## src/epio_cfg.svh

```systemverilog
// register offsets, reset values and field positions for the port five/six block
`ifndef EPIO_CFG_SVH
`define EPIO_CFG_SVH
`define EPIO_ADDR_W 16
`define EPIO_OFF_P5_LATCH 16'hffd8
`define EPIO_OFF_P6_LATCH 16'hffd9
`define EPIO_OFF_P5_DIR 16'hffe8
`define EPIO_OFF_P6_DIR 16'hffe9
`define EPIO_OFF_P5_PULLUP 16'hffef
`define EPIO_OFF_PWR_MODE 16'hfff0
`define EPIO_RST_BYTE 8'h00
`define EPIO_WO_READ 8'hff
`define EPIO_BIT_TIMER 6
`define EPIO_BIT_ADTRIG 5
`define EPIO_PWR_W 2
`endif

```

## src/epio_pkg.sv

```systemverilog
// types shared by the port five/six block
package epio_pkg;
  typedef enum logic [2:0] {
    EPIO_PWR_RUN = 3'b001,
    EPIO_PWR_HOLD = 3'b010,
    EPIO_PWR_OFF = 3'b100
  } epio_pwr_e;
  typedef logic [7:0] epio_byte_t;
endpackage : epio_pkg

```

## src/epio_ports.sv

```systemverilog
// two eight-bit general-purpose io ports with avalon-mm register access
//
// How it works
// [RULE1] port five pin: input at 0, output at 1
// [RULE2] port five bit six feeds timer input
// [RULE3] port five bit five feeds converter trigger
// [RULE4] pins float, hold or run by power mode
// [RULE5] pulled-up pins present high when floated
// [RULE6] pull-up only on input pins with enable
// [RULE7] pull-ups off after reset
// [RULE8] port six latch: eight read/write bits
// [RULE9] port six output bit reads latch
// [RULE10] port six input bit reads pad
// [RULE11] reset clears port six latch
// [RULE12] port six direction one drives pin
// [RULE13] port six direction reads all ones
// [RULE14] reset clears port six direction
// [RULE15] port five reads latch or pad by direction
// [RULE16] port five direction write-only, reset zero
// [RULE17] per-pin enable, data, pull-up; inputs synchronised
// [RULE18] power mode selects run, hold or float
//
// The Avalon-MM interface to the registers is this design's own decision.
`timescale 1ns/1ps
`include "epio_cfg.svh"
module epio_ports
  import epio_pkg::*;
#(
  parameter int PINS = 8
) (
  // clock and reset
  input wire logic clk,
  input wire logic reset_n,
  // avalon-mm slave
  input wire logic [`EPIO_ADDR_W-1:0] avs_address,
  input wire logic avs_read,
  input wire logic avs_write,
  input wire logic [31:0] avs_writedata,
  input wire logic [3:0] avs_byteenable,
  output logic [31:0] avs_readdata,
  output logic avs_waitrequest,
  // power mode: 0 run, 1 hold, 2 float
  input wire logic [`EPIO_PWR_W-1:0] pwr_mode,
  // port five pads
  input wire logic [PINS-1:0] p5_pad_in,
  output logic [PINS-1:0] p5_pad_out,
  output logic [PINS-1:0] p5_pad_oe,
  output logic [PINS-1:0] p5_pad_pullup,
  // port six pads
  input wire logic [PINS-1:0] p6_pad_in,
  output logic [PINS-1:0] p6_pad_out,
  output logic [PINS-1:0] p6_pad_oe,
  // side functions of port five
  output logic [PINS-1:0] ext_irq_level,
  output logic timer_b_event_input,
  output logic converter_trigger_input
);
  initial
  begin
    if (PINS != 8)
    begin
      $error("epio_ports supports exactly eight pins per port");
    end
  end

  logic [PINS-1:0] port_five_latch_q;
  logic [PINS-1:0] port_five_direction_q;
  logic [PINS-1:0] port_five_pullup_enable_q;
  logic [PINS-1:0] port_six_latch_q;
  logic [PINS-1:0] port_six_direction_bits_q;
  epio_pwr_e pwr_q;
  logic [PINS-1:0] p5_level;
  logic [PINS-1:0] p6_level;
  logic [31:0] rdata_q;
  logic wait_q;
  logic [PINS-1:0] p5_out_q;
  logic [PINS-1:0] p5_oe_q;
  logic [PINS-1:0] p5_pu_q;
  logic [PINS-1:0] p6_out_q;
  logic [PINS-1:0] p6_oe_q;
  logic [PINS-1:0] irq_q;
  logic tmr_q;
  logic adt_q;
  logic wr_hit;
  logic rd_hit;
  logic [PINS-1:0] p5_pu_d;
  logic [31:0] rdata_d;
  epio_pwr_e pwr_d;

  // pad inputs cross into clk before any reader sees them
  epio_sync #(.WIDTH(PINS)) u_sync5 (
    .clk(clk),
    .reset_n(reset_n),
    .pad_in(p5_pad_in),
    .level(p5_level)
  );
  epio_sync #(.WIDTH(PINS)) u_sync6 (
    .clk(clk),
    .reset_n(reset_n),
    .pad_in(p6_pad_in),
    .level(p6_level)
  );

  // one wait cycle per access: request taken while waitrequest is low
  assign wr_hit = avs_write && !wait_q;
  assign rd_hit = avs_read && !wait_q;

  always_ff @(posedge clk or negedge reset_n)
  begin
    if (!reset_n)
    begin
      wait_q <= 1'b1;
    end
    else if ((avs_read || avs_write) && wait_q)
    begin
      wait_q <= 1'b0;
    end
    else
    begin
      wait_q <= 1'b1;
    end
  end

  // port five registers
  always_ff @(posedge clk or negedge reset_n)
  begin
    if (!reset_n)
    begin
      port_five_latch_q <= `EPIO_RST_BYTE;
      port_five_direction_q <= `EPIO_RST_BYTE; // RULE16
      port_five_pullup_enable_q <= `EPIO_RST_BYTE; // RULE7
    end
    else if (wr_hit && avs_byteenable[0])
    begin
      if (avs_address == `EPIO_OFF_P5_LATCH)
      begin
        port_five_latch_q <= avs_writedata[PINS-1:0];
      end
      if (avs_address == `EPIO_OFF_P5_DIR)
      begin
        port_five_direction_q <= avs_writedata[PINS-1:0];
      end
      if (avs_address == `EPIO_OFF_P5_PULLUP)
      begin
        port_five_pullup_enable_q <= avs_writedata[PINS-1:0];
      end
    end
  end

  // port six registers
  always_ff @(posedge clk or negedge reset_n)
  begin
    if (!reset_n)
    begin
      port_six_latch_q <= `EPIO_RST_BYTE; // RULE11
      port_six_direction_bits_q <= `EPIO_RST_BYTE; // RULE14
    end
    else if (wr_hit && avs_byteenable[0])
    begin
      if (avs_address == `EPIO_OFF_P6_LATCH)
      begin
        port_six_latch_q <= avs_writedata[PINS-1:0]; // RULE8
      end
      if (avs_address == `EPIO_OFF_P6_DIR)
      begin
        port_six_direction_bits_q <= avs_writedata[PINS-1:0];
      end
    end
  end

  // power mode register; an illegal code falls back to float
  always_comb
  begin
    unique case (avs_writedata[`EPIO_PWR_W-1:0])
      2'h0: pwr_d = EPIO_PWR_RUN;
      2'h1: pwr_d = EPIO_PWR_HOLD;
      default: pwr_d = EPIO_PWR_OFF;
    endcase
  end

  always_ff @(posedge clk or negedge reset_n)
  begin
    if (!reset_n)
    begin
      pwr_q <= EPIO_PWR_RUN;
    end
    else if (wr_hit && avs_byteenable[0] && avs_address == `EPIO_OFF_PWR_MODE)
    begin
      pwr_q <= pwr_d;
    end
  end

  // the power-mode pin and the register combine: either may ask for hold or float
  epio_pwr_e pwr_eff;
  always_comb
  begin
    if (pwr_mode == 2'h2 || pwr_mode == 2'h3 || pwr_q == EPIO_PWR_OFF)
    begin
      pwr_eff = EPIO_PWR_OFF;
    end
    else if (pwr_mode == 2'h1 || pwr_q == EPIO_PWR_HOLD)
    begin
      pwr_eff = EPIO_PWR_HOLD;
    end
    else
    begin
      pwr_eff = EPIO_PWR_RUN;
    end
  end

  // read mux
  always_comb
  begin
    rdata_d = 32'h0;
    unique case (avs_address)
      `EPIO_OFF_P5_LATCH:
        rdata_d[PINS-1:0] = (port_five_direction_q & port_five_latch_q)
                          | (~port_five_direction_q & p5_level); // RULE15
      `EPIO_OFF_P6_LATCH:
        rdata_d[PINS-1:0] = (port_six_direction_bits_q & port_six_latch_q) // RULE9
                          | (~port_six_direction_bits_q & p6_level); // RULE10
      `EPIO_OFF_P5_DIR: rdata_d[PINS-1:0] = `EPIO_WO_READ; // RULE16
      `EPIO_OFF_P6_DIR: rdata_d[PINS-1:0] = `EPIO_WO_READ; // RULE13
      `EPIO_OFF_P5_PULLUP: rdata_d[PINS-1:0] = port_five_pullup_enable_q;
      `EPIO_OFF_PWR_MODE: rdata_d[2:0] = pwr_q;
      default: rdata_d = 32'h0;
    endcase
  end

  always_ff @(posedge clk or negedge reset_n)
  begin
    if (!reset_n)
    begin
      rdata_q <= 32'h0;
    end
    else if (avs_read && wait_q)
    begin
      rdata_q <= rdata_d;
    end
  end

  assign avs_readdata = rdata_q;
  assign avs_waitrequest = wait_q;

  // pull-up wanted only on inputs; float keeps pulled pins high via the pull-up
  assign p5_pu_d = ~port_five_direction_q & port_five_pullup_enable_q; // RULE6

  // pad drive: hold mode freezes the last driven state
  always_ff @(posedge clk or negedge reset_n)
  begin
    if (!reset_n)
    begin
      p5_out_q <= '0; // RULE4
      p5_oe_q <= '0;
      p5_pu_q <= '0; // RULE7
      p6_out_q <= '0;
      p6_oe_q <= '0;
    end
    else
    begin
      unique case (pwr_eff)
        EPIO_PWR_RUN:
        begin
          p5_out_q <= port_five_latch_q; // RULE1
          p5_oe_q <= port_five_direction_q; // RULE1
          p5_pu_q <= p5_pu_d; // RULE6
          p6_out_q <= port_six_latch_q; // RULE12
          p6_oe_q <= port_six_direction_bits_q; // RULE12
        end
        EPIO_PWR_HOLD:
        begin
          p5_out_q <= p5_out_q; // RULE18
        end
        EPIO_PWR_OFF:
        begin
          p5_oe_q <= '0; // RULE4
          p6_oe_q <= '0; // RULE4
          p5_pu_q <= p5_pu_d; // RULE5
        end
      endcase
    end
  end

  // side inputs stay connected whatever the direction
  always_ff @(posedge clk or negedge reset_n)
  begin
    if (!reset_n)
    begin
      irq_q <= '0;
      tmr_q <= 1'b0;
      adt_q <= 1'b0;
    end
    else
    begin
      irq_q <= p5_level; // RULE1
      tmr_q <= p5_level[`EPIO_BIT_TIMER]; // RULE2
      adt_q <= p5_level[`EPIO_BIT_ADTRIG]; // RULE3
    end
  end

  // pads and side outputs, all from flip-flops
  assign p5_pad_out = p5_out_q; // RULE17
  assign p5_pad_oe = p5_oe_q;
  assign p5_pad_pullup = p5_pu_q;
  assign p6_pad_out = p6_out_q;
  assign p6_pad_oe = p6_oe_q;
  assign ext_irq_level = irq_q;
  assign timer_b_event_input = tmr_q;
  assign converter_trigger_input = adt_q;

  chk_pullup_outputs_off: assert property (@(posedge clk) disable iff (!reset_n)
    (p5_pu_q & p5_oe_q) == '0) else $error("pull-up on while pin driven"); // RULE6
  chk_p6_dir_ones: assert property (@(posedge clk) disable iff (!reset_n)
    (avs_read && wait_q && avs_address == `EPIO_OFF_P6_DIR)
    |=> avs_readdata == 32'h0000_00ff) else $error("port six direction read not ones"); // RULE13
  chk_p5_dir_ones: assert property (@(posedge clk) disable iff (!reset_n)
    (avs_read && wait_q && avs_address == `EPIO_OFF_P5_DIR)
    |=> avs_readdata == 32'h0000_00ff) else $error("port five direction read not ones"); // RULE16
  chk_float_no_drive: assert property (@(posedge clk) disable iff (!reset_n)
    (pwr_eff == EPIO_PWR_OFF) |=> (p5_oe_q == '0 && p6_oe_q == '0))
    else $error("pins driven in float mode"); // RULE4
  chk_hold_freezes: assert property (@(posedge clk) disable iff (!reset_n)
    (pwr_eff == EPIO_PWR_HOLD) |=> ($stable(p5_pad_out) && $stable(p6_pad_oe)))
    else $error("pins changed in hold mode"); // RULE18
  chk_p6_read_mix: assert property (@(posedge clk) disable iff (!reset_n)
    (avs_read && wait_q && avs_address == `EPIO_OFF_P6_LATCH)
    |=> avs_readdata[7:0] == (($past(port_six_direction_bits_q) & $past(port_six_latch_q))
      | (~$past(port_six_direction_bits_q) & $past(p6_level))))
    else $error("port six read mix wrong"); // RULE9
  chk_run_drive: assert property (@(posedge clk) disable iff (!reset_n)
    (pwr_eff == EPIO_PWR_RUN) ##1 (pwr_eff == EPIO_PWR_RUN)
    |-> p6_pad_oe == $past(port_six_direction_bits_q))
    else $error("port six enable not following direction"); // RULE12
  chk_timer_follows: assert property (@(posedge clk) disable iff (!reset_n)
    ##1 timer_b_event_input == $past(p5_level[`EPIO_BIT_TIMER]))
    else $error("timer input not following pin six"); // RULE2
  chk_trigger_follows: assert property (@(posedge clk) disable iff (!reset_n)
    ##1 converter_trigger_input == $past(p5_level[`EPIO_BIT_ADTRIG]))
    else $error("trigger input not following pin five"); // RULE3
  chk_wait_one: assert property (@(posedge clk) disable iff (!reset_n)
    ($rose(avs_read) || $rose(avs_write)) && wait_q |=> !avs_waitrequest)
    else $error("answer not given after one wait cycle");
endmodule : epio_ports

```

## src/epio_sync.sv

```systemverilog
// three-stage pad input synchroniser with second/third agreement filter
`timescale 1ns/1ps
module epio_sync #(
  parameter int WIDTH = 8
) (
  // clock and reset
  input wire logic clk,
  input wire logic reset_n,
  // pads in, clean levels out
  input wire logic [WIDTH-1:0] pad_in,
  output logic [WIDTH-1:0] level
);
  initial
  begin
    if (WIDTH < 1)
    begin
      $error("epio_sync width must be at least one");
    end
  end

  logic [WIDTH-1:0] s1_q;
  logic [WIDTH-1:0] s2_q;
  logic [WIDTH-1:0] s3_q;
  logic [WIDTH-1:0] level_q;

  always_ff @(posedge clk or negedge reset_n)
  begin
    if (!reset_n)
    begin
      s1_q <= '0;
      s2_q <= '0;
      s3_q <= '0;
    end
    else
    begin
      s1_q <= pad_in;
      s2_q <= s1_q;
      s3_q <= s2_q;
    end
  end

  // a bit only changes once stages two and three agree
  genvar g;
  generate
    for (g = 0; g < WIDTH; g++)
    begin : g_bit
      always_ff @(posedge clk or negedge reset_n)
      begin
        if (!reset_n)
        begin
          level_q[g] <= 1'b0;
        end
        else if (s2_q[g] == s3_q[g])
        begin
          level_q[g] <= s3_q[g];
        end
      end
    end
  endgenerate

  assign level = level_q;
endmodule : epio_sync
```

## config.mk

```make
export PLATFORM = sky130hd
export DESIGN_NAME = epio_ports
export DESIGN_NICKNAME = d
export VERILOG_FILES = /design/src/epio_pkg.sv /design/src/epio_ports.sv /design/src/epio_sync.sv
export VERILOG_INCLUDE_DIRS = /design/src
export SDC_FILE = /design/constraint.sdc
export NUM_CORES = 1
export LEC_CHECK = 0
export ABC_CLOCK_PERIOD_IN_PS = 2900
export BUFFER_PORTS_ARGS = -buffer_cell sky130_fd_sc_hd__buf_2
export CAP_MARGIN = 20
export CORE_MARGIN = 1.5
export CORE_UTILIZATION = 57
export DETAILED_ROUTE_END_ITERATION = 7
export GPL_ROUTABILITY_DRIVEN = 0
export GPL_TIMING_DRIVEN = 0
export PLACE_DENSITY = 0.92
export SKIP_CTS_REPAIR_TIMING = 1
export SLEW_MARGIN = 25
export SYNTH_ARGS = -nofsm -noshare
export SYNTH_HDL_FRONTEND = slang
export SYNTH_HIERARCHICAL = 1
export SYNTH_SLANG_ARGS = --single-unit
```

## constraint.sdc

```tcl
create_clock -name clk -period 2.9 [get_ports clk]
set_input_delay 0.145 -clock clk [delete_from_list [all_inputs] [get_ports clk]]
set_output_delay 0.145 -clock clk [all_outputs]
set_load 0.005 [all_outputs]
```

Yosys cells after proc, flatten, opt, wreduce, memory -nomap -nowiden
Index checks and enable logic that the tools add are counted.

Latch bits: 0. Memory bits (read-only): 0. Logic and storage cells: 104. RAM bits: 0. Flip-flop bits (word level): 166. Memories: 0.

Shifts and indexed selects: 0. Bitwise gates (word level): 9. Equal/unequal tests: 30. Multipliers: 0. $lt $le $gt $ge: 0. Reductions and logical operators: 19. Mux-type cells: 8. $add $sub $neg: 0. Div/mod/pow operators: 0.

Operators with widths (count): $eq A16 B16 Y1 const B (6); $and A8 B8 Y8 (5); $pmux W8 S2 (2); $pmux W5 S4 (1); $eq A1 B1 Y1 (16); $not A8 Y8 (2); $or A8 B8 Y8 (2); $pmux W3 S5 (1); $reduce_and A2 Y1 (5); $eq A3 B3 Y1 const B (2); $pmux W3 S2 (1); $logic_and A1 B1 Y1 (5); $eq A2 B1 Y1 const B (2); $eq A2 B2 Y1 const B (2); $logic_or A1 B1 Y1 (4); $reduce_or A2 Y1 (2); $eq A3 B1 Y1 const B (1); $eq A3 B2 Y1 const B (1); $mux W3 (1); $logic_not A2 Y1 (1); $mux W2 (1); $reduce_bool A2 Y1 (1); $logic_not A1 Y1 (1); $mux W1 (1).

Longest topological paths before layout
Word-level depth: 6. Depth in mapped cells: 6. Mapped depth without buffers: 5.

Modules after synthesis
The synthesis kept the hierarchy.

By module, submodules not included: epio_ports (cells an instance 361, sequential area each 2504.9 µm², instances 1, area each 4426.7 µm²); epio_sync (cells an instance 40, sequential area each 800.8 µm², instances 2, area each 890.9 µm²).

Worst setup path before layout
No wires, ideal clock.

Path type: input to register. Start: input avs_address[4]. End: register port_six_direction_bits_q[0]. Data arrival time: 1700 ps. Stages: 5. Buffers on the path: 1. Library setup time: 125 ps. Setup slack: 1075 ps. Cells stage by stage: nand4b_1 -> or4_4 -> or3_1 -> buf_6 -> mux2_4.

Cells in the longest elaborated chain, start to end: 2.

RTL lines: start: declaration (line epio_ports.sv:35) `` input wire logic [`EPIO_ADDR_W-1:0] avs_address, ``; $eq A16 B16 Y1; $reduce_and A2 Y1 (no line); end signal: assignment (line epio_ports.sv:156) `` port_six_direction_bits_q <= `EPIO_RST_BYTE; ``; end signal: assignment (line epio_ports.sv:166) `port_six_direction_bits_q <= avs_writedata[PINS-1:0];`; end: declaration (line epio_ports.sv:70) `logic [PINS-1:0] port_six_direction_bits_q;`.

No other way between the ends. A chain may end at the register's enable or synchronous reset.

Worst setup path after layout
Start: input avs_address[4]. End: register port_five_pullup_enable_q[2].

Cells in the longest elaborated chain, start to end: 2.

RTL lines: $eq A16 B16 Y1; $reduce_and A2 Y1 (no line); end signal: assignment (line epio_ports.sv:131) `` port_five_pullup_enable_q <= `EPIO_RST_BYTE; ``; end signal: assignment (line epio_ports.sv:145) `port_five_pullup_enable_q <= avs_writedata[PINS-1:0];`; end: declaration (line epio_ports.sv:68) `logic [PINS-1:0] port_five_pullup_enable_q;`.

No other way between the ends.

==> impl_results.md <==
- Netlist cell types: 42
- Crit path required time: 3310 ps
- Worst R2R Start: pwr_q[1]$_DFFE_PN0P_
- Die ar.: 11530 um2
- YS warnings: 6
- Setup CP Type: in2reg
- Async S/R FF share, synth: 1.000
- HP Class: in2reg
- CTS max path bufs: 2
- # DRC: 0
- Worst hold path startpoint: avs_read
- Global route total overflow: 0
- Main flop type after synthesis: dfrtp_1
- Clock Pin Slew Worst Setup and Hold Paths: 60 ps
- Flip-flop and latch area: 4106 um2
- First-pass iteration count of the detailed router: 5
- Max IR drop VDD: 0.0003855 V
- CTS tree: built
- Buf+Inv Stages, Crit Path: 1
- HPWL Detailed: 9345 um
- Met1 Routed Length: 5596 um
- Layout Cells excl Fill: 766
- Core area: 10460 um2
- Max-Cap Viols: 0
- Die width: 107.4 um
- Port bufs: 105
- Placed Area: 7046 um2
- Status: finished with violations
- Power Density: 591.8 nW/um2
- Final setup fails: 0
- Slew HR: 0.2343
- Share of cells above drive strength 1: 0.3937
- Via count: between 4000 and 5000
- Final WL: 14790 um
- Setup slack at placement: 223.2 ps
- Initial DRC count: 361
- Wire per inst: around 19 um
- Sequential-to-total area share from yosys stat: 0.6614
- Post-route minimum period: 2189 ps
- Cell taking the most area after synthesis: dfrtp_1
- N_diodes: 0
- F_max: ~460 MHz
- Met3 wire len: 1364 um
- CTS root buf: clkbuf_8
- Critical path arrival: 2600 ps
- Final nets: 691
- Crit end category: flop
- Initial antenna violation count: 0
- Crit path largest cell delay: 990 ps
- Top-area cell type share of the netlist area: 0.6530
- Leakage: 3.931 nW
- CTS buffer count: 17
- Violations in the final reports: negative hold slack
- #FFs+latches synth: around 160
- Layout Skew: 12.06 ps
- Cell breakdown of the critical path: buf_2 > nand4b_1 > nor4_2 > nand2_1 > mux2_2
- First-pass GRT wire length: 23040 um
- Slew Limit Fails: 0
- CTS Sinks: 164
- Vias per cell: 5.569
- Crit-path slowest cell: nor4_2
- RSZ-0062 raised after global routing: false
- Mapped cell area: 6208 um2
- Largest net degree at the start of global routing: 92
- Post-synthesis area per instance: 14.08 um2
- Starting Density: 0.5934
- Post-route ant nets: 0
- CP Launch Type: primary input
- Top-count cell post-synth: dfrtp_1
- Cell count after placement: ~700
- Fin Setup TNS: 0 ps
- Worst-Skew Late Latency: 540 ps
- Final instance area: 7820 um2
- I/O pin count: 157
- DR WL met2: roughly 7200 um
- Die H: 107.4 um
- Top cells by area, synth: dfrtp_1 65%, mux2_2 8.9%, nand2_1 4.2%
- Post-synth EDFFs: 0
- H-tree lvl count: 4
- Multi-input logic area: 1961 um2
- Rows: 37
- Layout area overhead: 25.96%
- Post-Syn Instances: 441
- Final period util: 0.7550
- Start point of the critical path: avs_address[4]
- Worst hold margin: -5.308 ps
- Crit-path max FO: 9
- Worst-margin pin slew: 1139 ps
- GRT Util Overall: 0.2723
- Setup ws final: 710.6 ps
- Fin. Hold Viols: 4
- Fill count: between 600 and 700
- Top Layer Used: met4
- CP delay by family, top: simple AND/OR/NAND/NOR gates
- Vias in the first global route: roughly 4400
- Top cells by count, synth: 162 x dfrtp_1, 70 x nand2_1, 49 x mux2_2
[cells by family after synthesis]
| group | synth area share |
|---|---|
| AO/OA/AOI/OAI | 0.06872 |
| XOR/XNOR | 0.001411 |
| AND/OR/NAND/NOR | 0.09190 |
| adder cells (fa/ha/maj) | 0.02902 |
| multiplexers | 0.1082 |
| other | 0.0006040 |
| flip-flops | 0.6614 |
| buffers and inverters | 0.03869 |
[registers in the layout, summed over array words and instances (netlist names)]
| register | cells |
|---|---|
| u_sync6/s3_q | 8 |
| p5_pad_pullup | 8 |
| port_five_pullup_enable_q | 8 |
| avs_readdata | 8 |
| ext_irq_level | 8 |
| port_five_latch_q | 8 |
| p5_pad_out | 8 |
| u_sync5/s1_q | 8 |
| p6_pad_out | 8 |
| p6_pad_oe | 8 |
| u_sync5/s3_q | 8 |
| port_five_direction_q | 8 |
| u_sync6/level | 8 |
| pwr_q | 3 |
| p5_pad_oe | 8 |
| u_sync5/s2_q | 8 |
| port_six_direction_bits_q | 8 |
| u_sync5/level | 8 |
| u_sync6/s1_q | 8 |
| port_six_latch_q | 8 |
| u_sync6/s2_q | 8 |
| avs_waitrequest | 1 |
[power breakdown]
group / internal, mW / leakage [nW] / switching (mW)
logic: 0.142 / 1.57 / 0.161
registers: 2.37 / 2.11 / 0.0477
clock network: 1.06 / 0.244 / 0.846
total: 3.57 / 3.93 / 1.05
[layer usage]
metal	global-route usage	up-vias
met1	0.3311	2100
li1	-	1863
met5	0	-
met4	0.1400	0
met3	0.07990	58
met2	0.4431	245
[final timing paths]
| check | end | slack, ps | cells past startpoint |
|---|---|---|---|
| hold / removal | avs_readdata[1]$_DFFE_PN0P_ | -5 | 3 |
| min in group asynchronous | p5_pad_out[3]$_DFFE_PN0N_ | 160 | 2 |
| setup reg to reg | p6_pad_oe[2]$_DFFE_PN0P_ | 820 | 5 |
| hold reg to reg | u_sync5/s2_q[6]$_DFF_PN0_ | 350 | 0 |
| max in group asynchronous | p5_pad_pullup[7]$_DFFE_PN0P_ | 1930 | 3 |
| setup / recovery | port_five_pullup_enable_q[2]$_DFFE_PN0P_ | 710 | 5 |
[area by class of cell]
cell class / count / share of cell area
multi-input combinational: 264 / 0.2507
inverter: 1 / 0.0004800
tap: 136 / 0.02176
sequential: 164 / 0.5251
clock inverter: 10 / 0.007840
buffer: 35 / 0.03024
clock buffer: 22 / 0.05664
timing repair buffer: 134 / 0.1072
[cells in the final DEF, fill, tap and decap left out, types with 2 or more instances in the layout]
| cell type | count |
|---|---|
| nor4_2 | 4 |
| buf_2 | 105 |
| clkbuf_16 | 16 |
| a22oi_1 | 3 |
| dfstp_2 | 2 |
| buf_4 | 26 |
| nand4b_1 | 3 |
| nor2_1 | 4 |
| a21oi_1 | 5 |
| clkinvlp_4 | 3 |
| dlygate4sd3_1 | 27 |
| o21ai_0 | 16 |
| a31oi_1 | 3 |
| clkbuf_8 | 2 |
| a211oi_1 | 8 |
| dfrtp_1 | 162 |
| nand2b_1 | 9 |
| maj3_2 | 16 |
| clkbuf_1 | 12 |
| nand4_4 | 2 |
| conb_1 | 24 |
| clkinv_2 | 6 |
| nand2_1 | 70 |
| a22o_1 | 21 |
| mux2_2 | 49 |
| mux2_4 | 8 |
[tightest hold or removal path, cell delays in order]
cell and delay (ps):
buf_2 140, a21oi_1 140, a31oi_1 60
[metrics by stage]
step / utilization / total power, mW
floorplan: - / 2.559
global placement: 0.6681 / 2.698
detailed placement: 0.6734 / 2.720
CTS: 0.7216 / 4.622
global route: 0.7474 / 4.803
finish: 0.7474 / 4.628
Power figures use the tool's default switching activity.
